--- config.mk ---
export PLATFORM = sky130hd
export DESIGN_NAME = phase_protect_detector
export DESIGN_NICKNAME = d
export VERILOG_FILES = /design/src/hdl/protect_pkg.sv /design/src/hdl/phase_link_if.sv /design/src/hdl/input_sync.sv /design/src/hdl/phase_detector.sv /design/src/hdl/phase_protect_detector.sv
export SDC_FILE = /design/constraint.sdc
export NUM_CORES = 1
export LEC_CHECK = 0
export BUFFER_PORTS_ARGS = -buffer_cell sky130_fd_sc_hd__clkbuf_2
export CORE_ASPECT_RATIO = 1.4
export CORE_UTILIZATION = 60
export CTS_CLUSTER_SIZE = 28
export DETAILED_ROUTE_END_ITERATION = 8
export HOLD_SLACK_MARGIN = 0.12
export PLACE_DENSITY = 0.87
export SYNTH_ARGS = -nofsm -noshare
export SYNTH_HDL_FRONTEND = slang
export SYNTH_SLANG_ARGS = --single-unit
--- constraint.sdc ---
create_clock -name clock -period 6.3 [get_ports clock]
set_input_delay 1.26 -clock clock [delete_from_list [all_inputs] [get_ports clock]]
set_output_delay 1.26 -clock clock [all_outputs]
set_load 0.005 [all_outputs]
--- src/hdl/protect_pkg.sv ---
// Contract
// - Detector zero high side/comp five; one low/comp three.
// - Control bits 2,3 invert comparator five, three.
// - Width runs drive rise to comparator rise.
// - Width below threshold sets small-phase flag.
// - Zero width sets no-phase flag.
// - Small or no-phase setting sets detector flag.
// - Comparators one, two, four may force off.
// - Status bits 4-6 mirror comparator flags.
// - Mirror flags set on either edge; cleared by write.
// - Writing F7h clears only detector flag.
// - Status bit 2 shows drive forced off.
// - Drive-off cause sets flag and latch; latch forces drive off.
// - Clearing latch restarts phase detection.
// - Restart waits coded number of drive periods.
// - Control bit 0 enables both phase detectors.
// - Group enable bit 5 gates CPU request.
// - Writes FBh, FDh, FEh clear their flags.
// - Enable bit 2 lets phase faults force off.
// - Enable bits 1, 0 gate the two interrupts.
package protect_pkg;

	// ----------------------------------------
	// Register indices, byte address is four times
	// ----------------------------------------
	localparam logic [9:0] IDX_CONTROL   = 10'h09A;
	localparam logic [9:0] IDX_STATUS    = 10'h09B;
	localparam logic [9:0] IDX_THRESHOLD = 10'h09C;
	localparam logic [9:0] IDX_FORCE_EN  = 10'h09D;
	localparam logic [9:0] IDX_DRIVE_CTL = 10'h09E;
	localparam logic [9:0] IDX_IRQ_GROUP = 10'h0A9;

	// ----------------------------------------
	// Field positions
	// ----------------------------------------
	localparam int CTL_ENABLE    = 0;
	localparam int CTL_POL_ZERO  = 2;
	localparam int CTL_POL_ONE   = 3;
	localparam int CTL_DELAY_LSB = 4;
	localparam int ST_SMALL      = 0;
	localparam int ST_NONE       = 1;
	localparam int ST_OFF        = 2;
	localparam int ST_DET_IRQ    = 3;
	localparam int ST_CMP_ONE    = 4;
	localparam int ST_CMP_TWO    = 5;
	localparam int ST_CMP_FOUR   = 6;
	localparam int EN_DET_IRQ    = 0;
	localparam int EN_OFF_IRQ    = 1;
	localparam int EN_PHASE_OFF  = 2;
	localparam int EN_CMP_ONE    = 3;
	localparam int EN_CMP_TWO    = 4;
	localparam int EN_CMP_FOUR   = 5;
	localparam int GROUP_IRQ_EN  = 5;
	localparam int CMP_ONE       = 0;
	localparam int CMP_TWO       = 1;
	localparam int CMP_THREE     = 2;
	localparam int CMP_FOUR      = 3;
	localparam int CMP_FIVE      = 4;
	localparam int CMP_COUNT     = 5;

	// ----------------------------------------
	// Reset values and masks
	// ----------------------------------------
	localparam logic [7:0] RESET_BYTE    = 8'h00;
	localparam logic [7:0] CONTROL_MASK  = 8'h7D;
	localparam logic [7:0] FORCE_EN_MASK = 8'h3F;
	localparam logic [7:0] WIDTH_ZERO    = 8'h00;
	localparam logic [7:0] WIDTH_ONE     = 8'h01;
	localparam logic [7:0] WIDTH_MAX     = 8'hFF;

	// Restart sequencing of the detectors
	typedef enum logic [1:0] {
		DET_OFF  = 2'b00,
		DET_WAIT = 2'b01,
		DET_RUN  = 2'b10
	} det_state_t;

endpackage

--- src/hdl/phase_link_if.sv ---
`timescale 1ns/10ps
// One detector's inputs and fault pulses
interface phase_link_if;
	logic       active;
	logic       pwm_rise;
	logic       cmp_rise;
	logic [7:0] threshold;
	logic       small_hit;
	logic       none_hit;
	modport det (input active, pwm_rise, cmp_rise, threshold, output small_hit, none_hit);
	modport ctl (output active, pwm_rise, cmp_rise, threshold, input small_hit, none_hit);
endinterface

--- src/hdl/input_sync.sv ---
`timescale 1ns/10ps
module input_sync
	import protect_pkg::*;
#(
	parameter int N = CMP_COUNT
)(
	input  wire logic         clock,
	input  wire logic         rst_n,
	input  wire logic [N-1:0] async_in,
	output logic      [N-1:0] level_q
);
	// ----------------------------------------
	// Three stages, change taken when last two agree
	// ----------------------------------------
	for (genvar i = 0; i < N; i++)
	begin : g_bit
		logic s1_q;
		logic s2_q;
		logic s3_q;
		logic lvl_q;
		always_ff @(posedge clock or negedge rst_n)
		begin
			if (!rst_n)
			begin
				s1_q  <= 1'b0;
				s2_q  <= 1'b0;
				s3_q  <= 1'b0;
				lvl_q <= 1'b0;
			end
			else
			begin
				s1_q <= async_in[i];
				s2_q <= s1_q;
				s3_q <= s2_q;
				if (s2_q == s3_q)
					lvl_q <= s3_q;
			end
		end
		assign level_q[i] = lvl_q;
	end
endmodule

--- src/hdl/phase_detector.sv ---
`timescale 1ns/10ps
module phase_detector
	import protect_pkg::*;
(
	input wire logic clock,
	input wire logic rst_n,
	phase_link_if.det link
);
	logic [7:0] count_q;
	logic [7:0] count_d;
	logic       armed_q;
	logic       armed_d;
	wire  [7:0] width;
	wire        hit;

	// ----------------------------------------
	// Measure and compare
	// ----------------------------------------
	// Width is clocks since drive rise, zero on the same edge
	assign width = link.pwm_rise ? WIDTH_ZERO : count_q;
	assign hit   = link.active & link.cmp_rise & (armed_q | link.pwm_rise);
	assign link.none_hit  = hit & (width == WIDTH_ZERO);
	assign link.small_hit = hit & (width < link.threshold);

	// Counter saturates so a late edge never wraps to a small width
	always_comb
	begin
		count_d = count_q;
		armed_d = armed_q;
		if (!link.active)
		begin
			armed_d = 1'b0;
			count_d = WIDTH_ZERO;
		end
		else if (link.pwm_rise)
		begin
			armed_d = !link.cmp_rise;
			count_d = WIDTH_ONE;
		end
		else if (hit)
			armed_d = 1'b0;
		else if (armed_q && count_q != WIDTH_MAX)
			count_d = count_q + WIDTH_ONE;
	end

	always_ff @(posedge clock or negedge rst_n)
	begin
		if (!rst_n)
		begin
			count_q <= WIDTH_ZERO;
			armed_q <= 1'b0;
		end
		else
		begin
			count_q <= count_d;
			armed_q <= armed_d;
		end
	end
endmodule

--- src/hdl/phase_protect_detector.sv ---
// The APB slave port is this design's own decision.
`timescale 1ns/10ps
module phase_protect_detector
	import protect_pkg::*;
(
	input  wire logic        clock,
	input  wire logic        reset_n,
	input  wire logic [11:0] paddr,
	input  wire logic        psel,
	input  wire logic        penable,
	input  wire logic        pwrite,
	input  wire logic [31:0] pwdata,
	output logic      [31:0] prdata,
	output logic             pready,
	output logic             pslverr,
	input  wire logic        high_side_drive,
	input  wire logic        low_side_drive,
	input  wire logic        comparator_one,
	input  wire logic        comparator_two,
	input  wire logic        comparator_three,
	input  wire logic        comparator_four,
	input  wire logic        comparator_five,
	output logic             drive_force_off,
	output logic             drive_clear_latch,
	output logic             cpu_irq_request
);
	// ----------------------------------------
	// Declarations
	// ----------------------------------------
	logic       rst_a_q;
	logic       rst_n_q;
	logic [7:0] ctrl_q;
	logic [7:0] thr_q;
	logic [7:0] fen_q;
	logic [7:0] group_q;
	logic [6:0] status_q;
	logic [6:0] status_d;
	logic       latch_q;
	logic       latch_d;
	logic [2:0] wait_q;
	logic [2:0] wait_d;
	logic [31:0] prdata_q;
	logic [4:0] cmp_lvl;
	logic [4:0] cmp_prev_q;
	logic [1:0] drive_prev_q;
	logic [1:0] sel_prev_q;
	det_state_t state_q;
	det_state_t state_d;

	phase_link_if link0 ();
	phase_link_if link1 ();

	// ----------------------------------------
	// Reset release
	// ----------------------------------------
	// Two-stage release of the asynchronous reset
	always_ff @(posedge clock or negedge reset_n)
	begin
		if (!reset_n)
		begin
			rst_a_q <= 1'b0;
			rst_n_q <= 1'b0;
		end
		else
		begin
			rst_a_q <= 1'b1;
			rst_n_q <= rst_a_q;
		end
	end

	// ----------------------------------------
	// Comparator synchronisers and edges
	// ----------------------------------------
	input_sync #(.N(CMP_COUNT)) u_sync (
		.clock    (clock),
		.rst_n    (rst_n_q),
		.async_in ({comparator_five, comparator_four, comparator_three,
		            comparator_two, comparator_one}),
		.level_q  (cmp_lvl)
	);

	// Selected comparator inputs, true or inverted
	wire sel_zero = cmp_lvl[CMP_FIVE] ^ ctrl_q[CTL_POL_ZERO];
	wire sel_one  = cmp_lvl[CMP_THREE] ^ ctrl_q[CTL_POL_ONE];
	wire [4:0] cmp_ev = cmp_lvl ^ cmp_prev_q;
	wire hs_rise = high_side_drive & !drive_prev_q[0];
	wire ls_rise = low_side_drive & !drive_prev_q[1];

	always_ff @(posedge clock or negedge rst_n_q)
	begin
		if (!rst_n_q)
		begin
			cmp_prev_q   <= 5'h00;
			drive_prev_q <= 2'h0;
			sel_prev_q   <= 2'h0;
		end
		else
		begin
			cmp_prev_q   <= cmp_lvl;
			drive_prev_q <= {low_side_drive, high_side_drive};
			sel_prev_q   <= {sel_one, sel_zero};
		end
	end

	// ----------------------------------------
	// Phase detectors
	// ----------------------------------------
	wire det_run = (state_q == DET_RUN);
	assign link0.active    = det_run;
	assign link0.pwm_rise  = hs_rise;
	assign link0.cmp_rise  = sel_zero & !sel_prev_q[0];
	assign link0.threshold = thr_q;
	assign link1.active    = det_run;
	assign link1.pwm_rise  = ls_rise;
	assign link1.cmp_rise  = sel_one & !sel_prev_q[1];
	assign link1.threshold = thr_q;

	phase_detector u_det0 (
		.clock (clock),
		.rst_n (rst_n_q),
		.link  (link0)
	);

	phase_detector u_det1 (
		.clock (clock),
		.rst_n (rst_n_q),
		.link  (link1)
	);

	wire phase_small = link0.small_hit | link1.small_hit;
	wire phase_none  = link0.none_hit | link1.none_hit;
	wire phase_fault = phase_small | phase_none;

	// ----------------------------------------
	// Bus decode
	// ----------------------------------------
	wire [9:0] idx     = paddr[11:2];
	wire       aligned = (paddr[1:0] == 2'b00);
	wire sel_ctl   = aligned & (idx == IDX_CONTROL);
	wire sel_sta   = aligned & (idx == IDX_STATUS);
	wire sel_thr   = aligned & (idx == IDX_THRESHOLD);
	wire sel_fen   = aligned & (idx == IDX_FORCE_EN);
	wire sel_drv   = aligned & (idx == IDX_DRIVE_CTL);
	wire sel_grp   = aligned & (idx == IDX_IRQ_GROUP);
	wire mapped    = sel_ctl | sel_sta | sel_thr | sel_fen | sel_drv | sel_grp;
	wire setup     = psel & !penable;
	wire wr        = psel & penable & pwrite & mapped;
	wire [7:0] wbyte = pwdata[7:0];
	wire [7:0] rd_val = sel_ctl ? ctrl_q :
	                    sel_sta ? {1'b0, status_q} :
	                    sel_thr ? thr_q :
	                    sel_fen ? fen_q :
	                    sel_drv ? {7'h00, latch_q} :
	                    sel_grp ? group_q : RESET_BYTE;

	// Zero-wait slave, error on an unmapped word
	assign pready  = 1'b1;
	assign pslverr = psel & penable & !mapped;
	assign prdata  = prdata_q;

	// Read data captured in the setup cycle
	always_ff @(posedge clock or negedge rst_n_q)
	begin
		if (!rst_n_q)
			prdata_q <= 32'h0000_0000;
		else if (setup)
			prdata_q <= {24'h00_0000, rd_val};
	end

	// ----------------------------------------
	// Plain read/write registers
	// ----------------------------------------
	always_ff @(posedge clock or negedge rst_n_q)
	begin
		if (!rst_n_q)
		begin
			ctrl_q  <= RESET_BYTE;
			thr_q   <= RESET_BYTE;
			fen_q   <= RESET_BYTE;
			group_q <= RESET_BYTE;
		end
		else
		begin
			if (wr && sel_ctl)
				ctrl_q <= wbyte & CONTROL_MASK;
			if (wr && sel_thr)
				thr_q <= wbyte;
			if (wr && sel_fen)
				fen_q <= wbyte & FORCE_EN_MASK;
			if (wr && sel_grp)
				group_q <= wbyte;
		end
	end

	// ----------------------------------------
	// Status flags and forced-off latch
	// ----------------------------------------
	// Comparator and phase causes of the forced-off state
	wire off_set = (phase_fault & fen_q[EN_PHASE_OFF])
	             | (cmp_ev[CMP_ONE] & fen_q[EN_CMP_ONE])
	             | (cmp_ev[CMP_TWO] & fen_q[EN_CMP_TWO])
	             | (cmp_ev[CMP_FOUR] & fen_q[EN_CMP_FOUR]);
	wire [6:0] set_v = {cmp_ev[CMP_FOUR], cmp_ev[CMP_TWO], cmp_ev[CMP_ONE],
	                    phase_fault, off_set, phase_none, phase_small};
	wire [6:0] clr_v = (wr && sel_sta) ? ~wbyte[6:0] : 7'h00;

	// Hardware set wins over a clearing write in the same cycle
	assign status_d = (status_q & ~clr_v) | set_v;
	assign latch_d  = off_set ? 1'b1 :
	                  (wr && sel_drv) ? wbyte[0] : latch_q;

	always_ff @(posedge clock or negedge rst_n_q)
	begin
		if (!rst_n_q)
		begin
			status_q <= 7'h00;
			latch_q  <= 1'b0;
		end
		else
		begin
			status_q <= status_d;
			latch_q  <= latch_d;
		end
	end

	assign drive_force_off   = latch_q;
	assign drive_clear_latch = latch_q;
	assign cpu_irq_request   = group_q[GROUP_IRQ_EN] &
	                           ((status_q[ST_DET_IRQ] & fen_q[EN_DET_IRQ]) |
	                            (status_q[ST_OFF] & fen_q[EN_OFF_IRQ]));

	// ----------------------------------------
	// Restart sequencing
	// ----------------------------------------
	wire [2:0] delay_code = ctrl_q[CTL_DELAY_LSB +: 3];
	wire       may_run    = ctrl_q[CTL_ENABLE] & !latch_q;

	// Off while latched, then wait coded drive periods
	always_comb
	begin
		state_d = state_q;
		wait_d  = wait_q;
		unique case (state_q)
			DET_OFF:
			begin
				if (may_run)
				begin
					wait_d  = delay_code;
					state_d = (delay_code == 3'h0) ? DET_RUN : DET_WAIT;
				end
			end
			DET_WAIT:
			begin
				if (!may_run)
					state_d = DET_OFF;
				else if (hs_rise)
				begin
					wait_d  = wait_q - 3'h1;
					state_d = (wait_q == 3'h1) ? DET_RUN : DET_WAIT;
				end
			end
			DET_RUN:
			begin
				if (!may_run)
					state_d = DET_OFF;
			end
			default:
				state_d = DET_OFF;
		endcase
	end

	always_ff @(posedge clock or negedge rst_n_q)
	begin
		if (!rst_n_q)
		begin
			state_q <= DET_OFF;
			wait_q  <= 3'h0;
		end
		else
		begin
			state_q <= state_d;
			wait_q  <= wait_d;
		end
	end
endmodule

==> flow_metrics.env, run 1 <==
export IMPL_drc_errors=0
export IMPL_status="finished, final reports clean"
export IMPL_ir_drop_v=0.000134
export IMPL_wl_per_cell_um=17.1
export IMPL_crit_chain="clkbuf_2 -> or3_1 -> nor3_1 -> a221oi_1 -> clkbuf_2"
export IMPL_r2r_end="status_q[2]$_DFF_PN0_"
export IMPL_pin_count=93
export IMPL_slew_viol_final=0
export IMPL_synth_area_leaders="dfrtp_1 50%, ha_1 4.7%, mux2_2 4.7%"
export IMPL_dr_total_vias=3569
export IMPL_firstDrtPassIters=5
export IMPL_crit_top_cell="clkbuf_2"
export IMPL_synth_cell_types=48
export IMPL_netlist_area_um2=4810
export IMPL_rrSetupSlack_ps=3750
export IMPL_grt_max_degree=92
export IMPL_antenna_found_initial=0
export IMPL_slowest_stage="or3_1"
export IMPL_r2r_start="drive_prev_q[0]$_DFF_PN0_"
export IMPL_worst_slew_pin_slew_ps=1110
export IMPL_whs_endpoint="u_sync.g_bit[0].s2_q$_DFF_PN0_"
export IMPL_overflow=0
export IMPL_syn_to_final_growth_pct=9.26
export IMPL_hold_start="u_sync.g_bit[0].s1_q$_DFF_PN0_"
export IMPL_postSynth_asyncResetShare=1.00
export IMPL_end_kind="output pin"
export IMPL_finalNetCount=575
export IMPL_fin_crit_sh=0.599
export IMPL_port_buffers=43
export IMPL_via_per_inst=5.89
export IMPL_finalClockSkew_ps=10.1
export IMPL_fin_crit_ps=3780
export IMPL_core_area_um2=7750
export IMPL_grt_pass1_wl_mm=16.9
export IMPL_cp_required_ps=5040
export IMPL_tns_ps=0
export IMPL_root_buffer="clkbuf_8"
export IMPL_detailedPlace_worstSlack_ps=2560
export IMPL_initial_utilization=0.621
export IMPL_gp_congestion=0.825
export IMPL_path_class="in2out"
export IMPL_synth_commonest_cells="96 x dfrtp_1, 32 x nand2_1, 30 x nor2_1, 28 x o21ai_0, 26 x buf_4"
export IMPL_die_w_um=77.7
export IMPL_antennaDiodeCount=0
export IMPL_syn_inst=462
export IMPL_synthMostInstantiatedCell="dfrtp_1"
export IMPL_yosysWarningCount=0
export IMPL_numCtsBuffers=9
export IMPL_die_area_um2=8390
export IMPL_grt_pass1_vias=3626
export IMPL_leakage_nw=2.46
export IMPL_synth_flop_cell="dfrtp_1"
export IMPL_holdWs_ps=355
export IMPL_fmax_ghz=0.265
export IMPL_yosys_area_top_type="dfrtp_1"
export IMPL_h_tree_depth=3
export IMPL_synth_seq_cells=96
export IMPL_cts_tree="yes"
export IMPL_p_per_area_nw_per_um2=229
export IMPL_holdPathStages=0
export IMPL_track_usage=0.266
export IMPL_reg2regPathDepth=9
export IMPL_synth_seq_area_share=0.499
export IMPL_finalSetupViolations=0
export IMPL_syn_avg_cell_area_um2=10.4
export IMPL_routed_wl_mm=10.4
export IMPL_max_stage_delay_ps=500
export IMPL_placed_cell_area_um2=5000
export IMPL_worstPathArrival_ps=2520
export IMPL_synth_edf_count=0
export IMPL_clk_latency_ps=370
export IMPL_cp_start_kind="input pin"
export IMPL_synth_top_area_frac=0.499
export IMPL_clock_sinks=96
export IMPL_drt_iter0_drc=246
export IMPL_critPathMaxFanout=6
export IMPL_die_h_um=108
export IMPL_post_cts_buffers=0
export IMPL_hold_violations=0
export IMPL_fin_ws_ps=2520
export IMPL_clockBufferDepth=2
export IMPL_ant_nets=0
export IMPL_final_area_um2=5260
export IMPL_rsz0062_at_grt="no"
export IMPL_hold_class="reg2reg"
export IMPL_drive_above_1_share=0.168
export IMPL_maxCapViolations=0
export IMPL_dpl_hpwl_mm=7.42
export IMPL_clkTransAtPathRegs_ps=90
export IMPL_rows=38
export IMPL_slew_headroom=0.257
-- per-layer routing --
metal / GRT usage / wire length [um]
met3: 0.0473 / 503
met1: 0.293 / 3960
met5: 0 / 0
met4: 0.224 / 745
met2: 0.448 / 5150
-- through the flow --
| step | std cells | util | power (mW) |
|---|---|---|---|
| 2_1_floorplan | 486 | - | 0.700 |
| 3_3_place_gp | 589 | 0.645 | 0.715 |
| 3_5_place_dp | 589 | 0.645 | 0.719 |
| 4_1_cts | 606 | 0.678 | 1.21 |
| 5_1_grt | 606 | 0.678 | 1.24 |
| 6_report | 606 | 0.678 | 1.20 |
-- timing repair --
item,CTS,global route
resized for setup,0,0
endpoints found under the hold margin,3,0
hold buffers,1,0
-- power by group --
group	leakage [nW]	switching, mW	internal, mW
combinational	1.15	0.0449	0.0224
sequential	1.19	0.00836	0.632
clock	0.127	0.218	0.277
total	2.46	0.271	0.931
-- how the worst max path moves through the flow --
stage | start | endpoint | slack [ps] | cells past startpoint
finish | paddr[1] | pslverr | 2520 | 5
global route | paddr[1] | pslverr | 2400 | 5
CTS | paddr[1] | pslverr | 2560 | 5
detailed placement | paddr[1] | pslverr | 2560 | 5
global placement | paddr[1] | pslverr | 2620 | 5
floorplan | paddr[2] | pslverr | 2730 | 4
-- kinds of logic after synthesis --
logic type / Yosys count / synth area share
simple gates: 159 / 0.182
flops: 96 / 0.499
compound gates: 77 / 0.0962
buf+inv: 59 / 0.0674
mux: 27 / 0.0614
fa+ha+maj: 23 / 0.0572
xor+xnor: 19 / 0.0346
other cells: 2 / 0.00156
-- flip-flops by register name, summed over array words and instances (netlist names), 6 cells and up --
register,flops
fen_q,6
u_det0.count_q,8
ctrl_q,6
u_det1.count_q,8
status_q,7
prdata,8
group_q,8
link0.threshold,8
-- worst max-delay path, delay by kind of cell --
family / cells / cell delay, ps
compound gates: 1 / 150
simple gates: 2 / 890
buf+inv: 2 / 220
-- cell usage in the layout, fill, tap and decap left out, types with 6 or more instances in the layout --
master and n:
dfrtp_1 95, clkbuf_2 43, xnor2_1 8, nand2b_1 11, mux2_2 20, nand2_1 32, nor3_1 11, nand3_1 12
inv_1 18, nand4_1 8, xor2_1 11, and2_1 16, mux2i_1 7, a21oi_1 24, nor2_1 30, a22oi_1 6
conb_1 26, o21ai_0 28, nor2b_1 13, clkbuf_8 10, ha_1 18
-- final cells by class --
cell class / count / area [um^2]
Clock buffer: 10 / 138
Clock inverter: 6 / 113
Fill cell: 591 / 2490
Inverter: 18 / 67.6
Multi-Input combinational cell: 331 / 2170
Sequential cell: 96 / 2410
Tap cell: 100 / 125
Timing Repair Buffer: 45 / 233
Power figures use the tool's default switching activity.
==> inputs of run 2 (changes only) <==
CORE_UTILIZATION = 55   (was 60)
PLACE_DENSITY = 0.8   (was 0.87)
clock period = 3.9 ns   (was 6.3 ns; I/O delays follow)
==> flow_metrics.env, run 2 (synthesis results as in run 1) <==
export IMPL_worstPathArrival_ps=1990
export IMPL_post_cts_resize_count=0
export IMPL_ant_nets=0
export IMPL_p_int_mw=1.57
export IMPL_drive_above_1_share=0.168
export IMPL_via_per_inst=5.66
export IMPL_die_w_um=81.0
export IMPL_p_per_area_nw_per_um2=378
export IMPL_antennaDiodeCount=0
export IMPL_dpl_hpwl_mm=7.27
export IMPL_cp_required_ps=3120
export IMPL_clkTransAtPathRegs_ps=60
export IMPL_p_comb_frac=0.046
export IMPL_status="finished, final reports clean"
export IMPL_ir_drop_v=0.000252
export IMPL_finalClockSkew_ps=4.00
export IMPL_leakage_nw=2.48
export IMPL_r2r_start="drive_prev_q[0]$_DFF_PN0_"
export IMPL_wl_per_cell_um=16.4
export IMPL_grt_max_degree=64
export IMPL_rsz0062_at_grt="no"
export IMPL_end_kind="output pin"
export IMPL_tns_ps=0
export IMPL_maxCapViolations=0
export IMPL_path_class="in2out"
export IMPL_cts_hold_buf=0
export IMPL_initial_utilization=0.562
export IMPL_cp_start_kind="input pin"
export IMPL_finalNetCount=575
export IMPL_fin_crit_ps=2770
export IMPL_overflow=0
export IMPL_h_tree_depth=3
export IMPL_layout_commonest_cell="dfrtp_1"
export IMPL_root_buffer="clkbuf_16"
export IMPL_rrSetupSlack_ps=1240
export IMPL_clock_sinks=96
export IMPL_slew_headroom=0.467
export IMPL_hold_class="in2async"
export IMPL_p_seq_frac=0.522
export IMPL_r2r_end="status_q[2]$_DFF_PN0_"
export IMPL_fmax_ghz=0.361
export IMPL_firstDrtPassIters=4
export IMPL_slew_viol_final=0
export IMPL_post_cts_buffers=0
export IMPL_finalSetupViolations=0
export IMPL_drt_iter0_drc=190
export IMPL_reg2regPathDepth=9
export IMPL_clockBufferDepth=2
export IMPL_placed_cell_area_um2=5010
export IMPL_grt_pass1_wl_mm=15.9
export IMPL_die_h_um=113
export IMPL_fin_crit_sh=0.710
export IMPL_stdcell_count=610
export IMPL_p_clk_frac=0.431
export IMPL_switchingPower_mw=0.439
export IMPL_detailedPlace_worstSlack_ps=824
export IMPL_fill_cells=696
export IMPL_fin_ws_ps=1130
export IMPL_critPathMaxFanout=6
export IMPL_gp_congestion=0.854
export IMPL_dp_cells=595
export IMPL_final_area_um2=5310
export IMPL_syn_to_final_growth_pct=10.3
export IMPL_track_usage=0.235
export IMPL_final_cell_mix="95 x dfrtp_1, 43 x clkbuf_2, 32 x nand2_1"
export IMPL_grt_pass1_vias=3342
export IMPL_pin_count=93
export IMPL_p_sw_frac=0.219
export IMPL_worst_slew_pin_slew_ps=799
export IMPL_dr_total_vias=3454
export IMPL_hold_violations=0
export IMPL_drc_errors=0
export IMPL_cts_tree="yes"
export IMPL_antenna_found_initial=0
export IMPL_rows=40
export IMPL_numCtsBuffers=9
export IMPL_core_area_um2=8560
export IMPL_port_buffers=43
export IMPL_die_area_um2=9130
export IMPL_clk_latency_ps=340
export IMPL_routed_wl_mm=9.97
## run 2: cell count changes in the layout (fill, tap and decap cells not counted), sizes merged
cell,before,now
clkinv,1,4
bufinv,3,1
inv,20,18
buf,1,2
dlygate4sd3,1,0
## run 2: stage by stage
stage	power [mW]	hold WS, ps	utilization
floorplan	1.13	331	-
global placement	1.15	332	0.585
detailed placement	1.16	336	0.585
CTS	2.02	206	0.620
global route	2.08	204	0.620
finish	2.01	212	0.620
## run 2: power groups by stage
stage | clock network, mW | registers [mW] | logic [mW]
2_1_floorplan | 0 | 1.06 | 0.0660
3_3_place_gp | 0 | 1.07 | 0.0889
3_5_place_dp | 0 | 1.07 | 0.0924
4_1_cts | 0.883 | 1.05 | 0.0929
5_1_grt | 0.918 | 1.05 | 0.104
6_report | 0.865 | 1.05 | 0.0932
## run 2: worst max path at each step
stage	cells after the start	slack [ps]	to	start
finish	5	1130	pslverr	paddr[1]
global route	7	1010	prdata[2]$_DFFE_PN0P_	paddr[8]
CTS	5	1140	pslverr	paddr[1]
detailed placement	6	820	status_q[2]$_DFF_PN0_	paddr[8]
global placement	5	910	ctrl_q[0]$_DFFE_PN0P_	paddr[1]
floorplan	0	1030	cmp_prev_q[0]$_DFF_PN0_	rst_n_q$_DFF_PN0_
## run 2: worst max-delay path: stages
cell	delay, ps
clkbuf_2	80
or3_1	500
nor3_1	370
a221oi_1	130
clkbuf_2	140
## run 2: area by class of cell
| cell class | count | area, um^2 | area share |
|---|---|---|---|
| well taps | 105 | 131 | 0.0248 |
| clock inverters | 5 | 57.6 | 0.0108 |
| inverters | 18 | 67.6 | 0.0127 |
| flip-flops and latches | 96 | 2410 | 0.453 |
| multi-input cells | 331 | 2170 | 0.410 |
| repair buffers | 45 | 230 | 0.0434 |
| clock buffers | 10 | 239 | 0.0450 |
## run 2: metal layers
layer  routed length [um]  global-route usage
met5                    0                   0
met2                 5060               0.402
met3                  398              0.0374
met4                  500               0.154
met1                 4010               0.263
